[src/tmr_clk_pkg.sv]
// Constants and carrier types for the timer clock select and prescaler
`default_nettype none
package tmr_clk_pkg;
    // ------------------------------------------------------------
    // Register map
    // ------------------------------------------------------------
    localparam logic [7:0] TIMER_CLOCK_SELECT_ADDR = 8'h8E;
    localparam logic [7:0] TIMER_CLOCK_SELECT_RESET = 8'h00;
    localparam int TMR3_HIGH_BIT = 7;
    localparam int TMR3_LOW_BIT = 6;
    localparam int TMR2_HIGH_BIT = 5;
    localparam int TMR2_LOW_BIT = 4;
    localparam int TMR1_BIT = 3;
    localparam int TMR0_BIT = 2;
    localparam int PRESCALE_LSB = 0;
    // ------------------------------------------------------------
    // Divider counts
    // ------------------------------------------------------------
    localparam int DIV_SYS_12 = 12;
    localparam int DIV_SYS_4 = 4;
    localparam int DIV_SYS_48 = 48;
    localparam int DIV_EXT_8 = 8;
    localparam logic [5:0] SYS_CNT_RESET = 6'h00;
    localparam logic [2:0] EXT_CNT_RESET = 3'h0;
    // Synchroniser idle levels: external clock low, event pins high
    localparam logic [2:0] SYNC_IDLE = 3'h6;

    typedef enum logic [1:0]
    {
        PRESCALE_SYS_12 = 2'b00,
        PRESCALE_SYS_4 = 2'b01,
        PRESCALE_SYS_48 = 2'b10,
        PRESCALE_EXT_8 = 2'b11
    } prescale_t;

    typedef struct packed
    {
        logic tmr3_high_sysclk_sel;
        logic tmr3_low_sysclk_sel;
        logic tmr2_high_sysclk_sel;
        logic tmr2_low_sysclk_sel;
        logic tmr1_sysclk_sel;
        logic tmr0_sysclk_sel;
        prescale_t shared_prescale_sel;
    } timer_clock_select_t;

    // One count-enable per timer counter
    typedef struct packed
    {
        logic tmr3_high;
        logic tmr3_low;
        logic tmr2_high;
        logic tmr2_low;
        logic tmr1;
        logic tmr0;
    } timer_ticks_t;

    // Register access port from the core
    typedef struct packed
    {
        logic [7:0] addr;
        logic wr;
        logic rd;
        logic [7:0] wdata;
    } reg_req_t;
endpackage : tmr_clk_pkg
`default_nettype wire

[src/timer_clock_select_prescaler.sv]
// Timer clock source selection and shared prescaler producing count enables
`default_nettype none
module timer_clock_select_prescaler
    import tmr_clk_pkg::*;
(
    input wire logic core_clk,
    input wire logic rst_n,
    input wire reg_req_t reg_req,
    output logic [7:0] reg_rdata,
    input wire logic ext_osc,
    input wire logic tmr0_event_count_sel,
    input wire logic tmr1_event_count_sel,
    input wire logic tmr0_pin,
    input wire logic tmr1_pin,
    input wire logic tmr2_alt_clock_sel,
    input wire logic tmr3_alt_clock_sel,
    output timer_ticks_t ticks
);
    // ------------------------------------------------------------
    // Control register
    // ------------------------------------------------------------
    timer_clock_select_t timer_clock_select_q;
    logic [7:0] reg_rdata_q;
    logic reg_hit;
    logic reg_write;
    logic reg_read;

    // True when the access targets the clock select register
    function automatic logic addr_hit(input logic [7:0] addr);
        addr_hit = (addr == TIMER_CLOCK_SELECT_ADDR);
    endfunction : addr_hit

    assign reg_hit = addr_hit(reg_req.addr);
    assign reg_write = reg_req.wr && reg_hit;
    assign reg_read = reg_req.rd && reg_hit;

    always_ff @(posedge core_clk or negedge rst_n)
    begin
        if (!rst_n)
        begin
            timer_clock_select_q <= timer_clock_select_t'(TIMER_CLOCK_SELECT_RESET);
        end
        else if (reg_write)
        begin
            timer_clock_select_q <= timer_clock_select_t'(reg_req.wdata);
        end
    end

    // Read data stands one cycle; other addresses read as zero
    always_ff @(posedge core_clk or negedge rst_n)
    begin
        if (!rst_n)
        begin
            reg_rdata_q <= 8'h00;
        end
        else if (reg_read)
        begin
            reg_rdata_q <= timer_clock_select_q;
        end
        else
        begin
            reg_rdata_q <= 8'h00;
        end
    end

    assign reg_rdata = reg_rdata_q;

    // ------------------------------------------------------------
    // Pin synchronisers
    // ------------------------------------------------------------
    logic [2:0] pin_raw;
    logic [2:0] pin_rise;
    logic [2:0] pin_fall;
    assign pin_raw = {tmr1_pin, tmr0_pin, ext_osc};

    genvar g;
    generate
        for (g = 0; g < 3; g++)
        begin : g_sync
            logic [2:0] sync_q;
            always_ff @(posedge core_clk or negedge rst_n)
            begin
                if (!rst_n)
                begin
                    sync_q <= {3{SYNC_IDLE[g]}};
                end
                else
                begin
                    sync_q <= {sync_q[1:0], pin_raw[g]};
                end
            end
            // Edge detect on second and third stages only
            assign pin_rise[g] = sync_q[1] & ~sync_q[2];
            assign pin_fall[g] = ~sync_q[1] & sync_q[2];
        end
    endgenerate

    logic ext_rise;
    logic t0_fall;
    logic t1_fall;
    assign ext_rise = pin_rise[0];
    assign t0_fall = pin_fall[1];
    assign t1_fall = pin_fall[2];

    // ------------------------------------------------------------
    // Free-running dividers
    // ------------------------------------------------------------
    logic [5:0] sys_cnt_q;
    logic [2:0] ext_cnt_q;

    // One counter modulo 48 serves 4, 12 and 48, which all divide it
    always_ff @(posedge core_clk or negedge rst_n)
    begin
        if (!rst_n)
        begin
            sys_cnt_q <= SYS_CNT_RESET;
        end
        else if (sys_cnt_q == 6'(DIV_SYS_48 - 1))
        begin
            sys_cnt_q <= SYS_CNT_RESET;
        end
        else
        begin
            sys_cnt_q <= sys_cnt_q + 6'h01;
        end
    end

    always_ff @(posedge core_clk or negedge rst_n)
    begin
        if (!rst_n)
        begin
            ext_cnt_q <= EXT_CNT_RESET;
        end
        else if (ext_rise)
        begin
            ext_cnt_q <= ext_cnt_q + 3'h1;
        end
    end

    // Pulses; each at most one cycle, shared by all consumers so no double pulse
    logic div4_en;
    logic div12_en;
    logic div48_en;
    logic ext8_en;
    assign div4_en = sys_cnt_q[1:0] == 2'(DIV_SYS_4 - 1);
    assign div12_en = (sys_cnt_q == 6'(DIV_SYS_12 - 1)) || (sys_cnt_q == 6'(2 * DIV_SYS_12 - 1))
        || (sys_cnt_q == 6'(3 * DIV_SYS_12 - 1)) || (sys_cnt_q == 6'(DIV_SYS_48 - 1));
    assign div48_en = sys_cnt_q == 6'(DIV_SYS_48 - 1);
    assign ext8_en = ext_rise && ext_cnt_q == 3'(DIV_EXT_8 - 1);

    // ------------------------------------------------------------
    // Selection
    // ------------------------------------------------------------
    function automatic logic prescale_tick(input prescale_t sel, input logic d4, input logic d12,
                                           input logic d48, input logic e8);
        case (sel)
            PRESCALE_SYS_12: prescale_tick = d12;
            PRESCALE_SYS_4: prescale_tick = d4;
            PRESCALE_SYS_48: prescale_tick = d48;
            PRESCALE_EXT_8: prescale_tick = e8;
            default: prescale_tick = 1'b0;
        endcase
    endfunction : prescale_tick

    // Alternate source for timers 2 and 3: sys/12 or ext/8
    function automatic logic alt_tick(input logic sel, input logic d12, input logic e8);
        alt_tick = sel ? e8 : d12;
    endfunction : alt_tick

    logic shared_tick;
    logic tmr2_alt_tick;
    logic tmr3_alt_tick;
    assign shared_tick = prescale_tick(timer_clock_select_q.shared_prescale_sel, div4_en, div12_en,
                                       div48_en, ext8_en);
    assign tmr2_alt_tick = alt_tick(tmr2_alt_clock_sel, div12_en, ext8_en);
    assign tmr3_alt_tick = alt_tick(tmr3_alt_clock_sel, div12_en, ext8_en);

    // ------------------------------------------------------------
    // Per-timer tick selection
    // ------------------------------------------------------------
    logic tmr3_high_d;
    logic tmr3_low_d;
    logic tmr2_high_d;
    logic tmr2_low_d;
    logic tmr1_d;
    logic tmr0_d;
    timer_ticks_t ticks_d;

    always_comb
    begin
        if (timer_clock_select_q.tmr3_high_sysclk_sel)
        begin
            tmr3_high_d = 1'b1;
        end
        else
        begin
            tmr3_high_d = tmr3_alt_tick;
        end
    end

    always_comb
    begin
        if (timer_clock_select_q.tmr3_low_sysclk_sel)
        begin
            tmr3_low_d = 1'b1;
        end
        else
        begin
            tmr3_low_d = tmr3_alt_tick;
        end
    end

    always_comb
    begin
        if (timer_clock_select_q.tmr2_high_sysclk_sel)
        begin
            tmr2_high_d = 1'b1;
        end
        else
        begin
            tmr2_high_d = tmr2_alt_tick;
        end
    end

    always_comb
    begin
        if (timer_clock_select_q.tmr2_low_sysclk_sel)
        begin
            tmr2_low_d = 1'b1;
        end
        else
        begin
            tmr2_low_d = tmr2_alt_tick;
        end
    end

    // Event counting overrides the clock select bit
    always_comb
    begin
        if (tmr1_event_count_sel)
        begin
            tmr1_d = t1_fall;
        end
        else if (timer_clock_select_q.tmr1_sysclk_sel)
        begin
            tmr1_d = 1'b1;
        end
        else
        begin
            tmr1_d = shared_tick;
        end
    end

    // Event counting overrides the clock select bit
    always_comb
    begin
        if (tmr0_event_count_sel)
        begin
            tmr0_d = t0_fall;
        end
        else if (timer_clock_select_q.tmr0_sysclk_sel)
        begin
            tmr0_d = 1'b1;
        end
        else
        begin
            tmr0_d = shared_tick;
        end
    end

    always_comb
    begin
        ticks_d.tmr3_high = tmr3_high_d;
        ticks_d.tmr3_low = tmr3_low_d;
        ticks_d.tmr2_high = tmr2_high_d;
        ticks_d.tmr2_low = tmr2_low_d;
        ticks_d.tmr1 = tmr1_d;
        ticks_d.tmr0 = tmr0_d;
    end

    // Registered ticks: glitch free, change seen one cycle after a write
    always_ff @(posedge core_clk or negedge rst_n)
    begin
        if (!rst_n)
        begin
            ticks <= '0;
        end
        else
        begin
            ticks <= ticks_d;
        end
    end
endmodule : timer_clock_select_prescaler
`default_nettype wire

[config.mk]
export PLATFORM = sky130hd
export DESIGN_NAME = timer_clock_select_prescaler
export DESIGN_NICKNAME = d
export VERILOG_FILES = /design/src/tmr_clk_pkg.sv /design/src/timer_clock_select_prescaler.sv
export SDC_FILE = /design/constraint.sdc
export NUM_CORES = 1
export LEC_CHECK = 0
export BUFFER_PORTS_ARGS = -buffer_cell sky130_fd_sc_hd__buf_2
export CAP_MARGIN = 20
export CORE_UTILIZATION = 55
export CTS_CLUSTER_SIZE = 24
export DETAILED_ROUTE_END_ITERATION = 16
export GPL_ROUTABILITY_DRIVEN = 0
export PLACE_DENSITY_LB_ADDON = 0.25
export SYNTH_ARGS = -nofsm -noshare
export SYNTH_HDL_FRONTEND = slang
export SYNTH_SLANG_ARGS = --single-unit
[constraint.sdc]
create_clock -name core_clk -period 4.1 [get_ports core_clk]
set_clock_uncertainty 0.05 [all_clocks]
set_input_delay 0.41 -clock core_clk [delete_from_list [all_inputs] [get_ports core_clk]]
set_output_delay 0.41 -clock core_clk [all_outputs]
set_load 0.02 [all_outputs]
==> results of run 1 <==
[synth_stat cells, types with 2 or more instances]
master,number,area [um2]
nand2_1,7,26.3
dfstp_2,6,158
nand4_1,2,12.5
nand3_1,2,10.0
nor3_1,2,10.0
ha_1,3,37.5
buf_2,2,10.0
o21ai_0,4,20.0
a31oi_1,4,25.0
nor4b_1,2,17.5
and3_2,8,60.1
nand2b_1,4,25.0
nor2_1,4,15.0
mux2_2,10,113
dfrtp_1,34,851
a22oi_1,2,15.0
xor2_1,2,17.5
nor2b_1,6,37.5
[how the worst max path moves through the flow]
stage                             from                       to  slack, ns  cells after the start
final                     sys_cnt_q[0]                 ticks[0]       2.51                      4
after global routing      sys_cnt_q[0]                 ticks[0]       2.33                      4
after CTS                 sys_cnt_q[0]                 ticks[0]       2.51                      4
after detailed placement   reg_req[16]  timer_clock_select_q[3]       2.37                      5
after global placement     reg_req[16]  timer_clock_select_q[5]       2.46                      5
after floorplan            reg_req[16]  timer_clock_select_q[0]       2.62                      4
[logic make-up after synthesis]
group / count (synthesis)
buf+inv: 3
xor+xnor: 2
fa+ha+maj: 3
compound gates: 15
simple gates: 43
flops: 40
mux: 10
[layer usage]
metal / vias up / wire length, um
met4: 0 / 78
met3: 7 / 214
li1: 505 / -
met5: - / 0
met1: 492 / 1090
met2: 46 / 1370
[state kept, by name, indices dropped and copies added, names as in the netlist]
register              flops
ticks                     6
ext_cnt_q                 3
timer_clock_select_q      8
sys_cnt_q                 6
g_sync.sync_q             9
reg_rdata                 8
[where the power goes]
| part | switching (mW) | internal [mW] | total [mW] |
|---|---|---|---|
| clock | 0.114 | 0.0669 | 0.181 |
| combinational | 0.0408 | 0.0399 | 0.0807 |
| sequential | 0.0160 | 0.425 | 0.441 |
| total | 0.171 | 0.532 | 0.703 |
[worst max-delay path: cells and delay by family, from the launching register on]
kind | cells | cell delay, ns
AO/OA/AOI/OAI | 2 | 0.59
adder cells (fa/ha/maj) | 1 | 0.30
flip-flops | 1 | 0.40
AND/OR/NAND/NOR | 1 | 0.18
[layout make-up]
class	instances	area, um2
sequential	40	1010
clock inverter	1	5.00
clock buffer	7	45.0
fill	205	890
multi-input combinational	73	571
tap	31	38.8
timing repair buffer	40	200
[through the flow]
| stage | cells | power, mW |
|---|---|---|
| after floorplan | 116 | 0.491 |
| final | 192 | 0.703 |
| after detailed placement | 184 | 0.531 |
| after global placement | 184 | 0.523 |
| after CTS | 192 | 0.715 |
| after global routing | 192 | 0.737 |
==> flow_summary.ini, run 1 <==
[sta]
setup_viol = 0
slew_headroom_pct = 45.6
fin_hold_ws_ns = 0.107
worst_slew_pin_slew_ns = 0.816
rsz0062_at_grt = false
setup_ws_ns = 2.51
period_needed_ns = 1.59
setup_tns_ns = 0
max_clock_freq_mhz = 631
drv_slew = 0
fin_crit_sh_pct = 38.7
hold_viol = 0

[place]
placed_cell_area_um2 = 1820
post-place-ws_ns = 2.37
dp_hpwl_mm = 2.03
port_buffers = 40

[synth]
synth.net_count = 146
synth_fa_ha_area_share_pct = 2.36
ys_seq_area_share_pct = 63.3
yosysWarnings = 0
synth-main-ff-cell = dfrtp_1
muxShareOfSynthArea_pct = 7.07
synthCells = 116
synth-seq-cells = 40
synth_area_um2 = 1590
yosysUniqueCellTypes = 30
syn_area_per_cell_um2 = 13.7
synth-simple-area-share_pct = 18.9
synthXorXnorAreaFrac_pct = 1.10
synth_edf_count = 0
synth_top_family_by_area = simple AND/OR/NAND/NOR gates
synth_compound_area_share_pct = 6.44
async_reset_ff_share_pct = 100

[critical_path]
r2r_cells = 4
timing.rr.start = sys_cnt_q[0]
cp_max_fo = 6
worst_path_largest_cell_delay_ns = 0.40
crit_slowest_cell = dfrtp_1
reg2reg_slack_ns = 2.51
r2r_end = ticks[0]
critPathArrivalTime_ns = 1.79
start_kind = register
path_class = register to register
worstPathRequired_ns = 4.31
crit_chain = ha_1, nand3_1, o311a_1, a22oi_1
end_kind = register

[job]
drv_cap = 0

[die]
initial_core_util_pct = 57.8
die_y_um = 55.8
core_um2 = 2760
rows = 19
boundaryPins = 41
die_area_um2 = 3120
fp.dieW_um = 55.8

[status]
outcome = completed

[layout]
antenna_cells = 0
utilization_pct = 67.7
final_common_cell = buf_2
mostFrequentLayoutCells = 40 x buf_2, 34 x dfrtp_1, 10 x mux2_2
nets = 190
fin_area_um2 = 1870
area_delta_synth_final_pct = 17.3
drive_gt1_share_pct = 46.6

[clock_network]
clockBufferDepth = 2
clk_latency_ns = 0.34
cts_resized = 0
cts_sinks = 40
tritoncts = built
cts.clk_slew.worst_paths_ns = 0.11
cts-hold-fix-buffers = 0
cts-buffers-inserted = 5
htree_levels = 2
post_cts_buffers = 0
cts_root_buf = clkbuf_4

[global_route]
antenna_found_initial = 0
grt_pass1_wl_mm = 4.77
grt_max_degree = 41
globalRouteMet2Util_pct = 33.7
top_usage_layer = met2
grt_use_total_pct = 20.5
grt_pass1_vias = 1065
met1_usage_pct = 23.8
gr-total-overflow = 0
met3_usage_pct = 8.37

[detailed_routing]
drt_iter0_drc = 25
num_vias = 1050
ant_nets = 0
drt-vias-per-instance = 5.47
routedWlPerCell_um = 14.4
first_pass_iters = 4
drc = 0
drt_wl_total_mm = 2.76

[power_and_ir_drop]
p_per_area_nw_per_um2 = 376
vdd_drop_max_v = 0.000321
p_leak_nw = 1.01

[hold_path]
min_path_type = input pin to async pin
No activity file was read; power rests on OpenSTA's default activity.
==> run 2: changes to the inputs <==
--- a/config.mk
+++ b/config.mk
@@ -7,7 +7,7 @@
 export LEC_CHECK = 0
 export BUFFER_PORTS_ARGS = -buffer_cell sky130_fd_sc_hd__buf_2
 export CAP_MARGIN = 20
-export CORE_UTILIZATION = 55
+export CORE_UTILIZATION = 46
 export CTS_CLUSTER_SIZE = 24
 export DETAILED_ROUTE_END_ITERATION = 16
 export GPL_ROUTABILITY_DRIVEN = 0
==> constraint.sdc (replaced) <==
create_clock -name core_clk -period 1.41 [get_ports core_clk]
set_clock_uncertainty 0.05 [all_clocks]
set_input_delay 0.141 -clock core_clk [delete_from_list [all_inputs] [get_ports core_clk]]
set_output_delay 0.141 -clock core_clk [all_outputs]
set_load 0.02 [all_outputs]
==> flow_summary.ini, run 2 (synthesis results as in run 1) <==
[critical_path]
end_kind = register
worst_path_largest_cell_delay_ns = 0.47
crit_chain = nor4b_4, o41ai_2, o311a_1, a22oi_2
worstPathRequired_ns = 1.58
crit_slowest_cell = dfrtp_2
path_class = register to register
critPathArrivalTime_ns = 1.61
cp_max_fo = 4
start_kind = register

[detailed_routing]
drt_wl_total_mm = 3.21
ant_nets = 0
drt_iter0_drc = 46
first_pass_iters = 5
drt-vias-per-instance = 4.94
drc = 0
routedWlPerCell_um = 13.7
num_vias = 1161

[place]
port_buffers = 40
dp_hpwl_mm = 2.27
placed_cell_area_um2 = 1950

[layout]
area_delta_synth_final_pct = 39.8
final_common_cell = buf_2
top_register = g_sync.sync_q
antenna_cells = 0
utilization_pct = 66.7
largest_register_ffs = 9
multiInputGateArea_um2 = 641
fin_area_um2 = 2230
nFillCells = 272
drive_gt1_share_pct = 54.0
mostFrequentLayoutCells = 40 x buf_2, 31 x dfrtp_1, 14 x dlygate4sd3_1
nets = 218
area.sequential_um2 = 1010

[clock_network]
htree_levels = 2
cts.clk_slew.worst_paths_ns = 0.12
clockBufferDepth = 2
cts-buffers-inserted = 5
tritoncts = built
clk_latency_ns = 0.34
cts_root_buf = clkbuf_4
cts_sinks = 40

[global_route]
grt_use_total_pct = 20.3
gr-total-overflow = 0
grt_pass1_vias = 1135
grt_pass1_wl_mm = 5.15
grt_max_degree = 23
antenna_found_initial = 0

[status]
outcome = complete, but fails checks
violations = negative setup slack

[sta]
fin_crit_sh_pct = 102
setup_viol = 2
slew_headroom_pct = 70.3
setup_tns_ns = -0.0638
hold_viol = 0
drv_slew = 0
worst_slew_pin_slew_ns = 0.445
setup_ws_ns = -0.0324
rsz0062_at_grt = true
fin_hold_ws_ns = 0.0177
max_clock_freq_mhz = 693
period_needed_ns = 1.44

[power_and_ir_drop]
vdd_drop_max_v = 0.000674
p_leak_nw = 1.15
p_per_area_nw_per_um2 = 985

[die]
initial_core_util_pct = 47.7
core_um2 = 3340
boundaryPins = 41
die_y_um = 60.8
rows = 21
die_area_um2 = 3700
fp.dieW_um = 60.8

[hold_path]
min_path_type = input pin to register

[job]
drv_cap = 0
-- run 2: changes by cell type in the layout (fill, tap and decap cells not counted), sizes merged --
cell and delta:
clkinv -1, buf +14, dlygate4sd3 +14, clkbuf +1
-- run 2: cell type report --
class                   instances  area share [%]
well taps                      46            2.58
multi-input cells              73            28.8
flip-flops and latches         40            45.4
repair buffers                 68            20.6
clock buffers                   8            2.64
-- run 2: path summary, 6_finish.rpt --
kind / start / endpoint / slack (ns) / cells after the start
min in group asynchronous: rst_n / timer_clock_select_q[6] / 0.21 / 2
max in group asynchronous: rst_n / g_sync[1].sync_q[1] / 0.55 / 3
hold reg to reg: g_sync[2].sync_q[0] / g_sync[2].sync_q[1] / 0.31 / 0
setup reg to reg: sys_cnt_q[5] / ticks[0] / -0.03 / 4
hold / removal: tmr2_alt_clock_sel / ticks[3] / 0.02 / 3
setup / recovery: sys_cnt_q[5] / ticks[0] / -0.03 / 4
-- run 2: critical path, delay by kind of cell, from the launching register on --
kind               cells  cell delay, ns
DFF                    1            0.47
and+or+nand+nor        1            0.15
AOI/OAI and AO/OA      3            0.66
-- run 2: what timing repair did --
item,in CTS,in global routing
resized for setup,3,15
endpoints found under the setup margin,5,7
pin swaps,0,4
hold endpoints to repair,31,0
setup buffers,0,1
hold buffers,14,0
-- run 2: where the power goes --
group | switching [mW] | total [mW] | internal, mW
combinational | 0.145 | 0.327 | 0.182
sequential | 0.0440 | 1.28 | 1.24
clock | 0.340 | 0.586 | 0.246
-- run 2: metal layers --
metal  vias to the layer above  routed length, um  GRT usage (%)
met2                        36               1700           33.4
met5                         -                  0              0
met1                       561               1370           23.7
li1                        562                  -              -
met3                         2                123           4.90
met4                         0                 27           13.0
-- run 2: metrics by stage --
stage                     total power, mW  setup slack, ns  instances
final                                2.19          -0.0324        235
after global routing                 2.33          -0.0912        235
after CTS                            2.20          -0.0204        234
after detailed placement             1.57          -0.0562        212
after global placement               1.55           0.0334        212
after floorplan                      1.43           0.0181        116
